**src/err_bank_defs.vh**
```
/*
 Offsets, widths, field positions and reset values for the error flag bank.
 Assumes inclusion by its bare name from the design files.
*/
`ifndef ERR_BANK_DEFS_VH
`define ERR_BANK_DEFS_VH

// ****************************************
// Register map
// ****************************************
`define ADDR_ERROR_FLAGS     12'h001
`define ADDR_ERROR_INHIBIT   12'h01A
`define ADDR_W               12
`define DATA_W               16
`define FLAG_W               11
`define ERROR_FLAGS_RST      16'h0000
`define ERROR_INHIBIT_RST    16'h0000

// ****************************************
// Flag bit positions
// ****************************************
`define BIT_FORMAT_MISMATCH  10
`define BIT_WHOLE_FIELD      9
`define BIT_PICTURE_AREA     8
`define BIT_UNLOCK           7
`define BIT_CHROMA_SUM       6
`define BIT_LUMA_SUM         5
`define BIT_CHROMA_LINE      4
`define BIT_LUMA_LINE        3
`define BIT_LINE_INDEX       2
`define BIT_ACTIVE_START     1
`define BIT_ACTIVE_END       0

`endif

```
**src/video_error_flag_bank.v**
```verilog
/*
 Error flag bank of a serial video receiver: status flags, inhibit register,
 and active-low summary error pin.
 Assumes error detector pulses, mode levels and a simple synchronous host
 register port (address, read and write strobes) all on one clock.
*/
// Summary of operation
// - Only unlock detection works in async serial or pass-through mode.
// - Status register at 001h holds one flag per error type, set high.
// - Status clears at each field start or on host read, whichever first.
// - Standard change, unlock or slave bypass clear all but unlock flag; reset clears all flags.
// - Inhibit register at 01Ah has one bit per flag, same positions.
// - Inhibit resets to zero; host writes a bit high to disable that error.
// - Summary pin is high idle, low while any flag is set.
// - Bit 10 sets when payload identifier disagrees with computed standard.
// - In SD, bit 9 on full-field CRC error, bit 8 on picture-area CRC error.
// - Bit 7 stays high while lock indication is low.
// - Bit 6 on chroma ancillary checksum error, bit 5 on luma one.
// - In HD, bit 4 on chroma line CRC error, bit 3 on luma one.
// - In HD, bit 2 on received line number mismatch.
// - Bit 1 on start code errors, bit 0 on end code errors, both widths.
// - Code checks need flywheel on and, in HD, use luma codes only.
// - Rate select low means HD, high means SD.
`include "err_bank_defs.vh"
`timescale 1ns/100ps
`default_nettype none

module video_error_flag_bank (
	input  wire                 clock,
	input  wire                 rst_n,
	input  wire [`ADDR_W-1:0]   host_addr,
	input  wire                 host_rd,
	input  wire                 host_wr,
	input  wire [`DATA_W-1:0]   host_wdata,
	output reg  [`DATA_W-1:0]   host_rdata,
	input  wire                 async_serial_mode,
	input  wire                 pass_through_mode,
	input  wire                 slave_mode,
	input  wire                 processing_on,
	input  wire                 rate_select,
	input  wire                 flywheel_on,
	input  wire                 lock_in,
	input  wire                 field_start,
	input  wire                 standard_change,
	input  wire                 format_mismatch_evt,
	input  wire                 whole_field_crc_evt,
	input  wire                 picture_area_crc_evt,
	input  wire                 chroma_sum_evt,
	input  wire                 luma_sum_evt,
	input  wire                 chroma_line_crc_evt,
	input  wire                 luma_line_crc_evt,
	input  wire                 line_index_evt,
	input  wire                 start_code_luma_evt,
	input  wire                 start_code_chroma_evt,
	input  wire                 end_code_luma_evt,
	input  wire                 end_code_chroma_evt,
	output wire                 error_n
);

	// ****************************************
	// Reset synchroniser
	// ****************************************
	reg                     rst_meta_r;
	reg                     rst_sync_r;

	always @(posedge clock or negedge rst_n) begin
		if (!rst_n) begin
			rst_meta_r <= 1'b0;
			rst_sync_r <= 1'b0;
		end else begin
			rst_meta_r <= 1'b1;
			rst_sync_r <= rst_meta_r;
		end
	end

	// ****************************************
	// Detector gating
	// ****************************************
	wire                    smpte_on;
	wire                    sd_mode;
	wire                    hd_mode;
	wire                    code_chk;
	wire                    start_code_evt;
	wire                    end_code_evt;
	reg  [`FLAG_W-1:0]      raw_evt;
	reg  [`FLAG_W-1:0]      inhibit_r;
	wire [`FLAG_W-1:0]      set_vec;

	assign smpte_on = !async_serial_mode && !pass_through_mode;
	assign sd_mode  = rate_select;
	assign hd_mode  = !rate_select;
	assign code_chk = smpte_on && flywheel_on;
	assign start_code_evt = start_code_luma_evt || (sd_mode && start_code_chroma_evt);
	assign end_code_evt   = end_code_luma_evt || (sd_mode && end_code_chroma_evt);

	always @* begin
		raw_evt = {`FLAG_W{1'b0}};
		raw_evt[`BIT_FORMAT_MISMATCH] = smpte_on && format_mismatch_evt;
		raw_evt[`BIT_WHOLE_FIELD]  = smpte_on && sd_mode && whole_field_crc_evt;
		raw_evt[`BIT_PICTURE_AREA] = smpte_on && sd_mode && picture_area_crc_evt;
		raw_evt[`BIT_UNLOCK]       = !lock_in;
		raw_evt[`BIT_CHROMA_SUM]   = smpte_on && chroma_sum_evt;
		raw_evt[`BIT_LUMA_SUM]     = smpte_on && luma_sum_evt;
		raw_evt[`BIT_CHROMA_LINE]  = smpte_on && hd_mode && chroma_line_crc_evt;
		raw_evt[`BIT_LUMA_LINE]    = smpte_on && hd_mode && luma_line_crc_evt;
		raw_evt[`BIT_LINE_INDEX]   = smpte_on && hd_mode && line_index_evt;
		raw_evt[`BIT_ACTIVE_START] = code_chk && start_code_evt;
		raw_evt[`BIT_ACTIVE_END]   = code_chk && end_code_evt;
	end

	assign set_vec = raw_evt & ~inhibit_r;

	// ****************************************
	// Clear sources
	// ****************************************
	wire                    rd_flags;
	wire                    rd_inhibit;
	wire                    wr_inhibit;
	wire                    clr_all;
	wire                    clr_hold;
	wire [`FLAG_W-1:0]      clr_vec;

	assign rd_flags   = host_rd && (host_addr == `ADDR_ERROR_FLAGS);
	assign rd_inhibit = host_rd && (host_addr == `ADDR_ERROR_INHIBIT);
	assign wr_inhibit = host_wr && (host_addr == `ADDR_ERROR_INHIBIT);
	assign clr_all    = field_start || rd_flags;
	assign clr_hold   = standard_change || !lock_in || (slave_mode && !processing_on);

	genvar gi;
	generate
		for (gi = 0; gi < `FLAG_W; gi = gi + 1) begin : g_clr
			if (gi == `BIT_UNLOCK) begin : g_unlock
				assign clr_vec[gi] = clr_all;
			end else begin : g_other
				assign clr_vec[gi] = clr_all || clr_hold;
			end
		end
	endgenerate

	// ****************************************
	// Status and inhibit registers
	// ****************************************
	reg  [`FLAG_W-1:0]      flags_r;
	wire [`FLAG_W-1:0]      flags_nxt;
	wire [`DATA_W-1:0]      flags_rst_w;
	wire [`DATA_W-1:0]      inhibit_rst_w;

	assign flags_rst_w   = `ERROR_FLAGS_RST;
	assign inhibit_rst_w = `ERROR_INHIBIT_RST;

	assign flags_nxt = (flags_r & ~clr_vec) | set_vec;

	always @(posedge clock or negedge rst_sync_r) begin
		if (!rst_sync_r) begin
			flags_r   <= flags_rst_w[`FLAG_W-1:0];
			inhibit_r <= inhibit_rst_w[`FLAG_W-1:0];
		end else begin
			flags_r <= flags_nxt;
			if (wr_inhibit) begin
				inhibit_r <= host_wdata[`FLAG_W-1:0];
			end
		end
	end

	// ****************************************
	// Host read data
	// ****************************************
	always @(posedge clock or negedge rst_sync_r) begin
		if (!rst_sync_r) begin
			host_rdata <= 16'h0000;
		end else if (rd_flags) begin
			host_rdata <= {{(`DATA_W-`FLAG_W){1'b0}}, flags_r};
		end else if (rd_inhibit) begin
			host_rdata <= {{(`DATA_W-`FLAG_W){1'b0}}, inhibit_r};
		end else if (host_rd) begin
			host_rdata <= 16'h0000;
		end
	end

	// ****************************************
	// Summary error pin
	// ****************************************
	assign error_n = ~(|flags_r);

endmodule

`default_nettype wire

```
**config.mk**
```make
export PLATFORM = sky130hd
export DESIGN_NAME = video_error_flag_bank
export DESIGN_NICKNAME = d
export VERILOG_FILES = /design/src/video_error_flag_bank.v
export VERILOG_INCLUDE_DIRS = /design/src /design/src/src
export SDC_FILE = /design/constraint.sdc
export NUM_CORES = 1
export LEC_CHECK = 0
export BUFFER_PORTS_ARGS = -buffer_cell sky130_fd_sc_hd__buf_2
export CELL_PAD_IN_SITES_DETAIL_PLACEMENT = 0
export CELL_PAD_IN_SITES_GLOBAL_PLACEMENT = 1
export CORE_MARGIN = 1
export CORE_UTILIZATION = 36
export DETAILED_ROUTE_END_ITERATION = 10
export PLACE_DENSITY = 0.84
export SLEW_MARGIN = 20
export SYNTH_ARGS = -nofsm -noshare
export SYNTH_HDL_FRONTEND = slang
export SYNTH_SLANG_ARGS = --single-unit
export TNS_END_PERCENT = 50
```
**constraint.sdc**
```tcl
create_clock -name clock -period 1.63 [get_ports clock]
set_clock_uncertainty 0.1 [all_clocks]
set_input_delay 0.0815 -clock clock [delete_from_list [all_inputs] [get_ports clock]]
set_output_delay 0.0815 -clock clock [all_outputs]
set_load 0.005 [all_outputs]
```
# --- Yosys cells after proc, flatten, opt, wreduce, memory -nomap -nowiden ---
# Cells that the tools add are included.
word_totals:
  regBits: 40
  input_bits: 53
  out_inout_bits: 17
  elab_cells: 49
op_classes:
  n_eq_ne: 2
  mux: 3
  n_bitwise: 6
  reduce_logical: 33
ops:
  columns: ["cell", "n"]
  rows:
  - ["$mux W16", 3]
  - ["$and A11 B11 Y11", 2]
  - ["$not A11 Y11", 2]
  - ["$logic_and A1 B1 Y1", 20]
  - ["$eq A12 B1 Y1 const B", 1]
  - ["$eq A12 B5 Y1 const B", 1]
  - ["$or A11 B11 Y11", 1]
  - ["$reduce_or A11 Y1", 1]
  - ["$logic_or A1 B1 Y1", 6]
  - ["$logic_not A1 Y1", 5]
  - ["$reduce_bool A3 Y1", 1]
  - ["$not A1 Y1", 1]

# --- Logic depth before layout (Yosys ltp) ---
# Gate-level depths: netlist (run 1).
depth:
  depth_word: 7
  ltp_mapped: 4
  depth_no_buf: 3

# --- Worst setup path before layout (run 1) ---
# No wires, ideal clock.
synth_path:
  path_type: "input to register"
  from: "input port host_addr[5]"
  to: "register inhibit_r[0]"
  setup_time_ns: 0.125
  arrival_ns: 1.610
  t_required_ns: 1.405
  slack_ns: -0.205
  cell_stages: 4
  path_buffers: 1
  cell_sequence: "or4_1 or4_4 buf_6 mux2_4"
synth_between:
  elab_chain_len: 2
synth_lines:
  columns: ["element", "line_no", "rtl"]
  rows:
  - ["start, declared", "video_error_flag_bank.v:31", "input wire [`ADDR_W-1:0] host_addr,"]
  - ["$eq A12 B5 Y1 (no source line)", null, null]
  - ["$logic_and A1 B1 Y1", "video_error_flag_bank.v:125", "assign wr_inhibit = host_wr && (host_addr == `ADDR_ERROR_INHIBIT);"]
  - ["end signal, assigned", "video_error_flag_bank.v:156", "inhibit_r <= inhibit_rst_w[`FLAG_W-1:0];"]
  - ["end signal, assigned", "video_error_flag_bank.v:160", "inhibit_r <= host_wdata[`FLAG_W-1:0];"]
  - ["end, declared", "video_error_flag_bank.v:86", "reg [`FLAG_W-1:0] inhibit_r;"]
# Every way passes these cells.
# A chain may end at the register's enable or synchronous reset.

# --- Worst setup path after layout (run 1) ---
layout_path:
  from: "input port host_addr[8]"
  to: "register inhibit_r[5]"
# Same word-level chain as after synthesis.

==> results list, run 1 <==
- The flow ran to the end, but the final reports show violations.
- Violations in the final reports: negative setup slack
- Remaining design rule violation count: 0
- After detailed routing, the total wire length is 4.221 mm.
* Total global routing track utilization: between 10% and 20%
* #FFs+latches synth: 35
- In this run, the combinational gates consume roughly 11% of the power.
- Area taken by flip-flops and latches: around 880 um2
- Avg WL per Cell: around 15 um
* Layout net count: between 200 and 300
* Largest stage delay on the critical path: around 0.67 ns
- Cell repeated most along the worst path: sky130_fd_sc_hd__or4_4
- Required @ worst endpoint: approximately 1.7 ns
- Sum of net half-perimeters after detailed placement: ~2.9 mm
- Iteration-0 DRC Markers: between 40 and 50
* Clock-pin slew reported for the worst setup and hold paths after clock tree synthesis: roughly 0.07 ns
- Height of the die: between 60 and 70 um
- Worst min-delay path category: input pin to async pin
- Summing over every cut layer, the via total after detailed routing is roughly 1,400.
- Yosys printed 0 warnings.
* Dpl ws: -0.3161 ns
* Minimum period implied by the final worst setup slack: 1.634 ns
* Layout overhead on the synthesized area: 41.63%
- Achievable frequency: 611.8 MHz
* Leading cell type in the layout, fill and taps excluded: sky130_fd_sc_hd__buf_2
* Share of post-route cells with drive strength above 1: between 40% and 50%
- Most area-consuming cells after synthesis: sky130_fd_sc_hd__dfrtp_1 53%, sky130_fd_sc_hd__mux2_4 9.2%, sky130_fd_sc_hd__a221o_1 6.7%, sky130_fd_sc_hd__nor2b_1 4.2%, sky130_fd_sc_hd__nand3b_1 3.2%
- The first global-routing pass estimated about 6.9 mm of wire.
* Residual antenna-violating net count after detailed routing: 0
- Antenna violations before repair: 0
- Global placement routability congestion: around 0.76
* Number of failing setup endpoints in the final timing report: 1
- Cell leakage power: ~1.2 nW
- Switching Fraction: 23.14%
- Cell internal power dissipation: between 1 and 1.5 mW
* Number of clock sinks seen by CTS: 35
* Drt first pass iters: 4
- Cell-by-cell listing of the critical path: buf_6 > or4_4 > or4_4 > mux2_4
* Sequential fraction of the synthesis area: 53.48%
- Max-cap check violation count: 0
* Top delay family on crit path: simple AND/OR/NAND/NOR gates
* Final Cycle Share: 100.3%
- Each instance of the synthesized netlist takes up on average roughly 12 um2.
* Worst slack on hold paths: about 0.0086 ns
- Largest fanout of any net on the critical path: 11
* Fill count: 389
* Multi-input logic area: approximately 710 um2
- The H-tree was split into 2 levels.
- Unrepaired setup endpoints after global routing: true
- Cell with the largest stage delay on the worst path: sky130_fd_sc_hd__or4_4
- Net switching power figure: ~0.39 mW
- TritonCTS built the clock tree.
- Library cell occupying the most area in the post-synthesis netlist: sky130_fd_sc_hd__dfrtp_1
- Row count: 24
* Total Die Area: 4823 um2
- The synthesized design contains 0 enable-type register cells.
- For this configuration, the core starts out at a cell density of 37.61%.
* Area share of the leading cell type in the synthesized netlist: a little over half
* Highest-count cells in the layout ignoring fill and taps: 58 x sky130_fd_sc_hd__buf_2, 35 x sky130_fd_sc_hd__dfrtp_1, 21 x sky130_fd_sc_hd__dlygate4sd3_1
- Via-per-instance ratio: just over 5
* Number of ports placed on the die boundary: 70
- IR analysis of the VDD net gives a maximum drop of roughly 430 uV.
* Number of hold violations in the final report: 0
* Clock latency reported for the late side of the worst-skew pair: approximately 0.28 ns
- The worst setup path is launched from an input pin.
- Core Box Area: 4354 um2
- In this run the power density over the cells is ~700 nW/um2.
- Max-slew violation total from the final report: 0
* Bufs and invs on worst path: 1
- The cell area that synthesis handed to floorplanning was approximately 1600 um2.
- Share of synthesized flip-flops with an asynchronous set or reset: 100.0%
* Endpoint type of the worst setup path: register
- Number of diodes: 0
- Clock tree synthesis inserted a total of 5 buffers.
* Cell at the root of the clock tree: sky130_fd_sc_hd__clkbuf_8
- Worst Path Arrival: ~1.7 ns
* Class of the most critical setup path: input pin to register
- IO buf count: 59
- In the synthesized netlist the dominant register cell turns out to be sky130_fd_sc_hd__dfrtp_1.
- The clock passes through at most 2 buffers.
- After synthesis, the netlist uses 29 different library cells.
- Entering global routing, the biggest net connects 34 pins.
- Via count of the first global-routing pass: 1,485
* Die width: 69.45 um
- Summed over all layers, the global routing overflow is 0.
- Final sum of negative setup slack: -0.004486 ns
- Share of power burned in the clock network: approximately a third
* Synthesized instance count: about 130
- Per report_power, the sequential group accounts for 53.6% of the total.
- Minimum setup slack in the final design: -0.004486 ns
path summary, 6_finish.rpt:
check	from	end	slack (ns)	depth (start not counted)
hold reg to reg	rst_sync_r	host_rdata[6]	0.17	1
setup reg to reg	inhibit_r[0]	flags_r[0]	0.56	2
setup / recovery	host_addr[8]	inhibit_r[5]	-0.004	4
min in group clock	field_start	flags_r[1]	0.01	2
max in group asynchronous	rst_sync_r	flags_r[9]	0.97	1
hold / removal	rst_n	rst_meta_r	0.009	2
flip-flops by register name, summed over array words and instances, names as in the netlist:
signal and count:
rst_sync_r 1, host_rdata 11, flags_r 11, inhibit_r 11, rst_meta_r 1
timing repair:
item,4_1_cts,5_1_grt
hold buffers,21,0
gates resized for setup,3,1
pin swaps,0,0
hold endpoints to repair,22,0
endpoints found under the setup margin,11,12
setup buffers,0,0
power by group through the flow:
stage	combinational [mW]	clock (mW)	sequential [mW]
final	0.186	0.590	0.896
after global routing	0.207	0.635	0.897
after CTS	0.186	0.603	0.895
after detailed placement	0.143	0	0.910
after global placement	0.141	0	0.910
after floorplan	0.0516	0	0.918
per-stage QoR:
step	total power, mW	utilization [%]	cell area, um2	std cells
after CTS	1.684	53.13	2313	273
after detailed placement	1.054	46.01	2003	244
after global placement	1.051	46.01	2003	244
after floorplan	0.9696	-	1657	137
final	1.673	53.28	2320	273
after global routing	1.739	53.28	2320	273
kinds of logic (layout without fill, tap and decap cells):
logic type	Yosys count	after routing	synth area share (%)
AO/OA/AOI/OAI	24	24	12.07
buffers and inverters	18	102	5.806
flip-flops	35	35	53.48
multiplexers	11	11	9.855
other	2	6	0.4585
AND/OR/NAND/NOR	43	43	18.33
cells in the mapped netlist (2+ instances only):
| cell | n |
|---|---|
| sky130_fd_sc_hd__nand4b_1 | 3 |
| sky130_fd_sc_hd__a21oi_1 | 2 |
| sky130_fd_sc_hd__or4_4 | 2 |
| sky130_fd_sc_hd__buf_4 | 5 |
| sky130_fd_sc_hd__nor2_1 | 2 |
| sky130_fd_sc_hd__o21ai_0 | 5 |
| sky130_fd_sc_hd__nor4_1 | 4 |
| sky130_fd_sc_hd__or3_1 | 2 |
| sky130_fd_sc_hd__mux2_4 | 10 |
| sky130_fd_sc_hd__clkbuf_1 | 3 |
| sky130_fd_sc_hd__conb_1 | 2 |
| sky130_fd_sc_hd__inv_1 | 8 |
| sky130_fd_sc_hd__nand4_1 | 5 |
| sky130_fd_sc_hd__dfrtp_1 | 35 |
| sky130_fd_sc_hd__o41ai_1 | 5 |
| sky130_fd_sc_hd__a221o_1 | 11 |
| sky130_fd_sc_hd__nor2b_1 | 11 |
| sky130_fd_sc_hd__nand3b_1 | 7 |
per-layer routing:
layer / wire length, um / track usage (%)
met1: 1731 / 22.84
met2: 2168 / 32.25
met3: 250 / 5.087
met4: 70 / 4.762
met5: 0 / 0
worst register-to-register path, delay by kind of cell (launching register included):
family	cells	cell delay, ns
flops	1	0.40
simple gates	1	0.38
compound gates	1	0.07
cell type report:
type	instances	area share, %
Tap cell	52	2.805
Multi-Input combinational cell	84	30.64
Timing Repair Buffer	86	24.00
Sequential cell	35	37.76
Clock buffer	7	3.290
Clock inverter	1	0.2158
Inverter	8	1.295
No activity file was read; power rests on OpenSTA's default activity.
==> inputs of run 2 (changes only) <==
CORE_ASPECT_RATIO = 0.9   (was unset)
==> run 2 against run 1 <==
Net effect:
- the run still ends with negative setup slack left
- final area increased by 2.0%
- clock power increased by 20%
- flip-flop and latch count unchanged
- maximum frequency decreased by 0.27%
==> results list, run 2 (synthesized netlist as in run 1, its figures left out) <==
- Via-per-instance ratio: ~5
- Compared with the post-synthesis result, the final layout area differs by 44.46%.
* Violations in the final reports: negative setup slack
- Die width: 73.10 um
* Worst reg-to-reg path cell count: 2
- The tree built by TritonCTS fans out to 35 sinks.
* Required @ worst endpoint: approximately 1.7 ns
* Vias: around 1,400
- CTS HTree Levels: 2
- Drt first pass iters: 4
- Cell leakage power: about 1.2 nW
- In the global route stage, overall resource usage came out at 19.66%.
* Cell at the root of the clock tree: sky130_fd_sc_hd__clkbuf_8
* Post-route cell area: 2366 um2
* Largest fanout of any net on the critical path: 11
- Achievable frequency: roughly 600 MHz
- Overall Power: about 1.8 mW
- Buffers inserted during post-CTS setup optimization: 0
* Height of the die: around 66 um
- Unrepaired setup endpoints after global routing: true
* Remaining design rule violation count: 0
- The HPWL after detailed placement is 2.876 mm.
- Via count of the first global-routing pass: 1,406
- Share of post-route cells with drive strength above 1: 41.70%
- Counting along the longest clock path gives a buffer depth of 2.
- VDD sags by at most 416.4 uV.
* GR met2 Demand/Resource: roughly 32%
- Global-route wire length before repair: slightly below 7 mm
- Kind of start point of the critical path: input pin
- Max-cap violations in this run came to 0.
- Global placement routability congestion: between 0.7 and 0.8
* Layout net count: ~280
- Leaving out fill and tap cells, the most frequent cells in the layout are 58 x sky130_fd_sc_hd__buf_2, 35 x sky130_fd_sc_hd__dfrtp_1, 23 x sky130_fd_sc_hd__dlygate4sd3_1.
* Status: finished, violations left
* Final Cycle Share: 100.5%
* Avg WL per Cell: between 10 and 15 um
- Number of diodes: 0
* Number of hold violations in the final report: 0
- The later pin in the worst-skew pair is clocked with a latency of about 0.29 ns.
- Global routing met1 resource utilization: about a quarter
- Minimum setup slack in the final design: -0.008854 ns
* Power density relative to cell area: 757.8 nW/um2
* Iteration-0 DRC Markers: 56
- Row count: 22
* Count of cells along the worst hold path: 4
- Largest net degree at the start of global routing: 34
- TritonCTS built the clock tree.
* Max-slew violation total from the final report: 0
- Clock-pin slew reported for the worst setup and hold paths after clock tree synthesis: around 0.070 ns
- Class of the most critical setup path: input pin to register
* Total Die Area: 4824 um2
* Num CTS Buffers: 5
* Initial standard-cell utilization of the core: 38.89%
* Core Box Area: 4212 um2
- Cell area reported after detailed placement: around 2000 um2
* Worst Path Arrival: ~1.7 ns
* Global-route layer with the greatest usage: met2
* Dpl ws: -0.3271 ns
- In the final layout, the registers with the most flip-flops are flags_r: 11 flops, host_rdata: 11 flops, inhibit_r: 11 flops.
- IO buf count: 59
- Number of failing setup endpoints in the final timing report: 11
* Overall overflow remaining after global route: 0
- Global routing used under 10% of the available met3 tracks.
- Leading cell type in the layout, fill and taps excluded: sky130_fd_sc_hd__buf_2
- Wires add up to between 4 and 5 mm.
- Antenna violations before repair: 0
* Minimum period implied by the final worst setup slack: 1.639 ns
- The tightest min-delay check is of the input pin to register type.
- Once detail routing completed, the nets flagged for antenna violations numbered 0.
- In this run the count of I/O pins placed on the die edge is 70.
- Endpoint type of the worst setup path: register
## run 2: path summary, 6_finish.rpt
| path | startpoint | endpoint | slack, ns |
|---|---|---|---|
| hold reg to reg | rst_sync_r | inhibit_r[2] | 0.16 |
| min in group asynchronous | rst_sync_r | inhibit_r[2] | 0.16 |
| hold / removal | pass_through_mode | flags_r[4] | 0.04 |
| setup / recovery | host_addr[9] | inhibit_r[9] | -0.009 |
| setup reg to reg | inhibit_r[1] | flags_r[1] | 0.57 |
| max in group asynchronous | rst_n | rst_sync_r | 0.79 |
## run 2: timing repair
action,CTS,global route
resized for setup,3,0
endpoints found under the setup margin,11,11
pin swaps,3,0
endpoints found under the hold margin,24,0
hold buffers,23,0
## run 2: final cells by class
class / instances / area, um2
sequential: 35 / 875.8
clock inverter: 1 / 7.507
tap: 60 / 75.07
clock buffer: 7 / 96.34
inverter: 8 / 30.03
fill: 369 / 1846
multi-input combinational: 84 / 704.4
timing repair buffer: 88 / 576.8
## run 2: per-stage QoR
stage / hold WS (ns) / setup TNS (ns) / util [%] / cells
floorplan: -0.3141 / -2.461 / - / 137
global placement: -0.2321 / -5.312 / 47.80 / 252
detailed placement: -0.2306 / -6.157 / 47.80 / 252
CTS: 0.04239 / -0.008372 / 56.18 / 283
global route: 0.05762 / -0.2579 / 56.18 / 283
finish: 0.04098 / -0.03448 / 56.18 / 283
## run 2: critical path, cell delays in order
cell	delay, ns
sky130_fd_sc_hd__buf_6	0.09
sky130_fd_sc_hd__or4_4	0.53
sky130_fd_sc_hd__or4_4	0.68
sky130_fd_sc_hd__mux2_4	0.34
## run 2: layer usage
metal | vias to the layer above | share of wire (%) | wire length (um)
met2 | 40 | 49 | 2090
met4 | 0 | 2.1 | 87
met5 | - | 0 | 0
met3 | 10 | 4.1 | 172
li1 | 667 | - | -
met1 | 674 | 45 | 1886
## run 2: report_power, final
group	total, mW	internal, mW	switching, mW	leakage, nW
clock network	0.709	0.384	0.324	0.0505
registers	0.895	0.882	0.0128	0.477
logic	0.189	0.105	0.0839	0.653
total	1.79	1.37	0.421	1.18
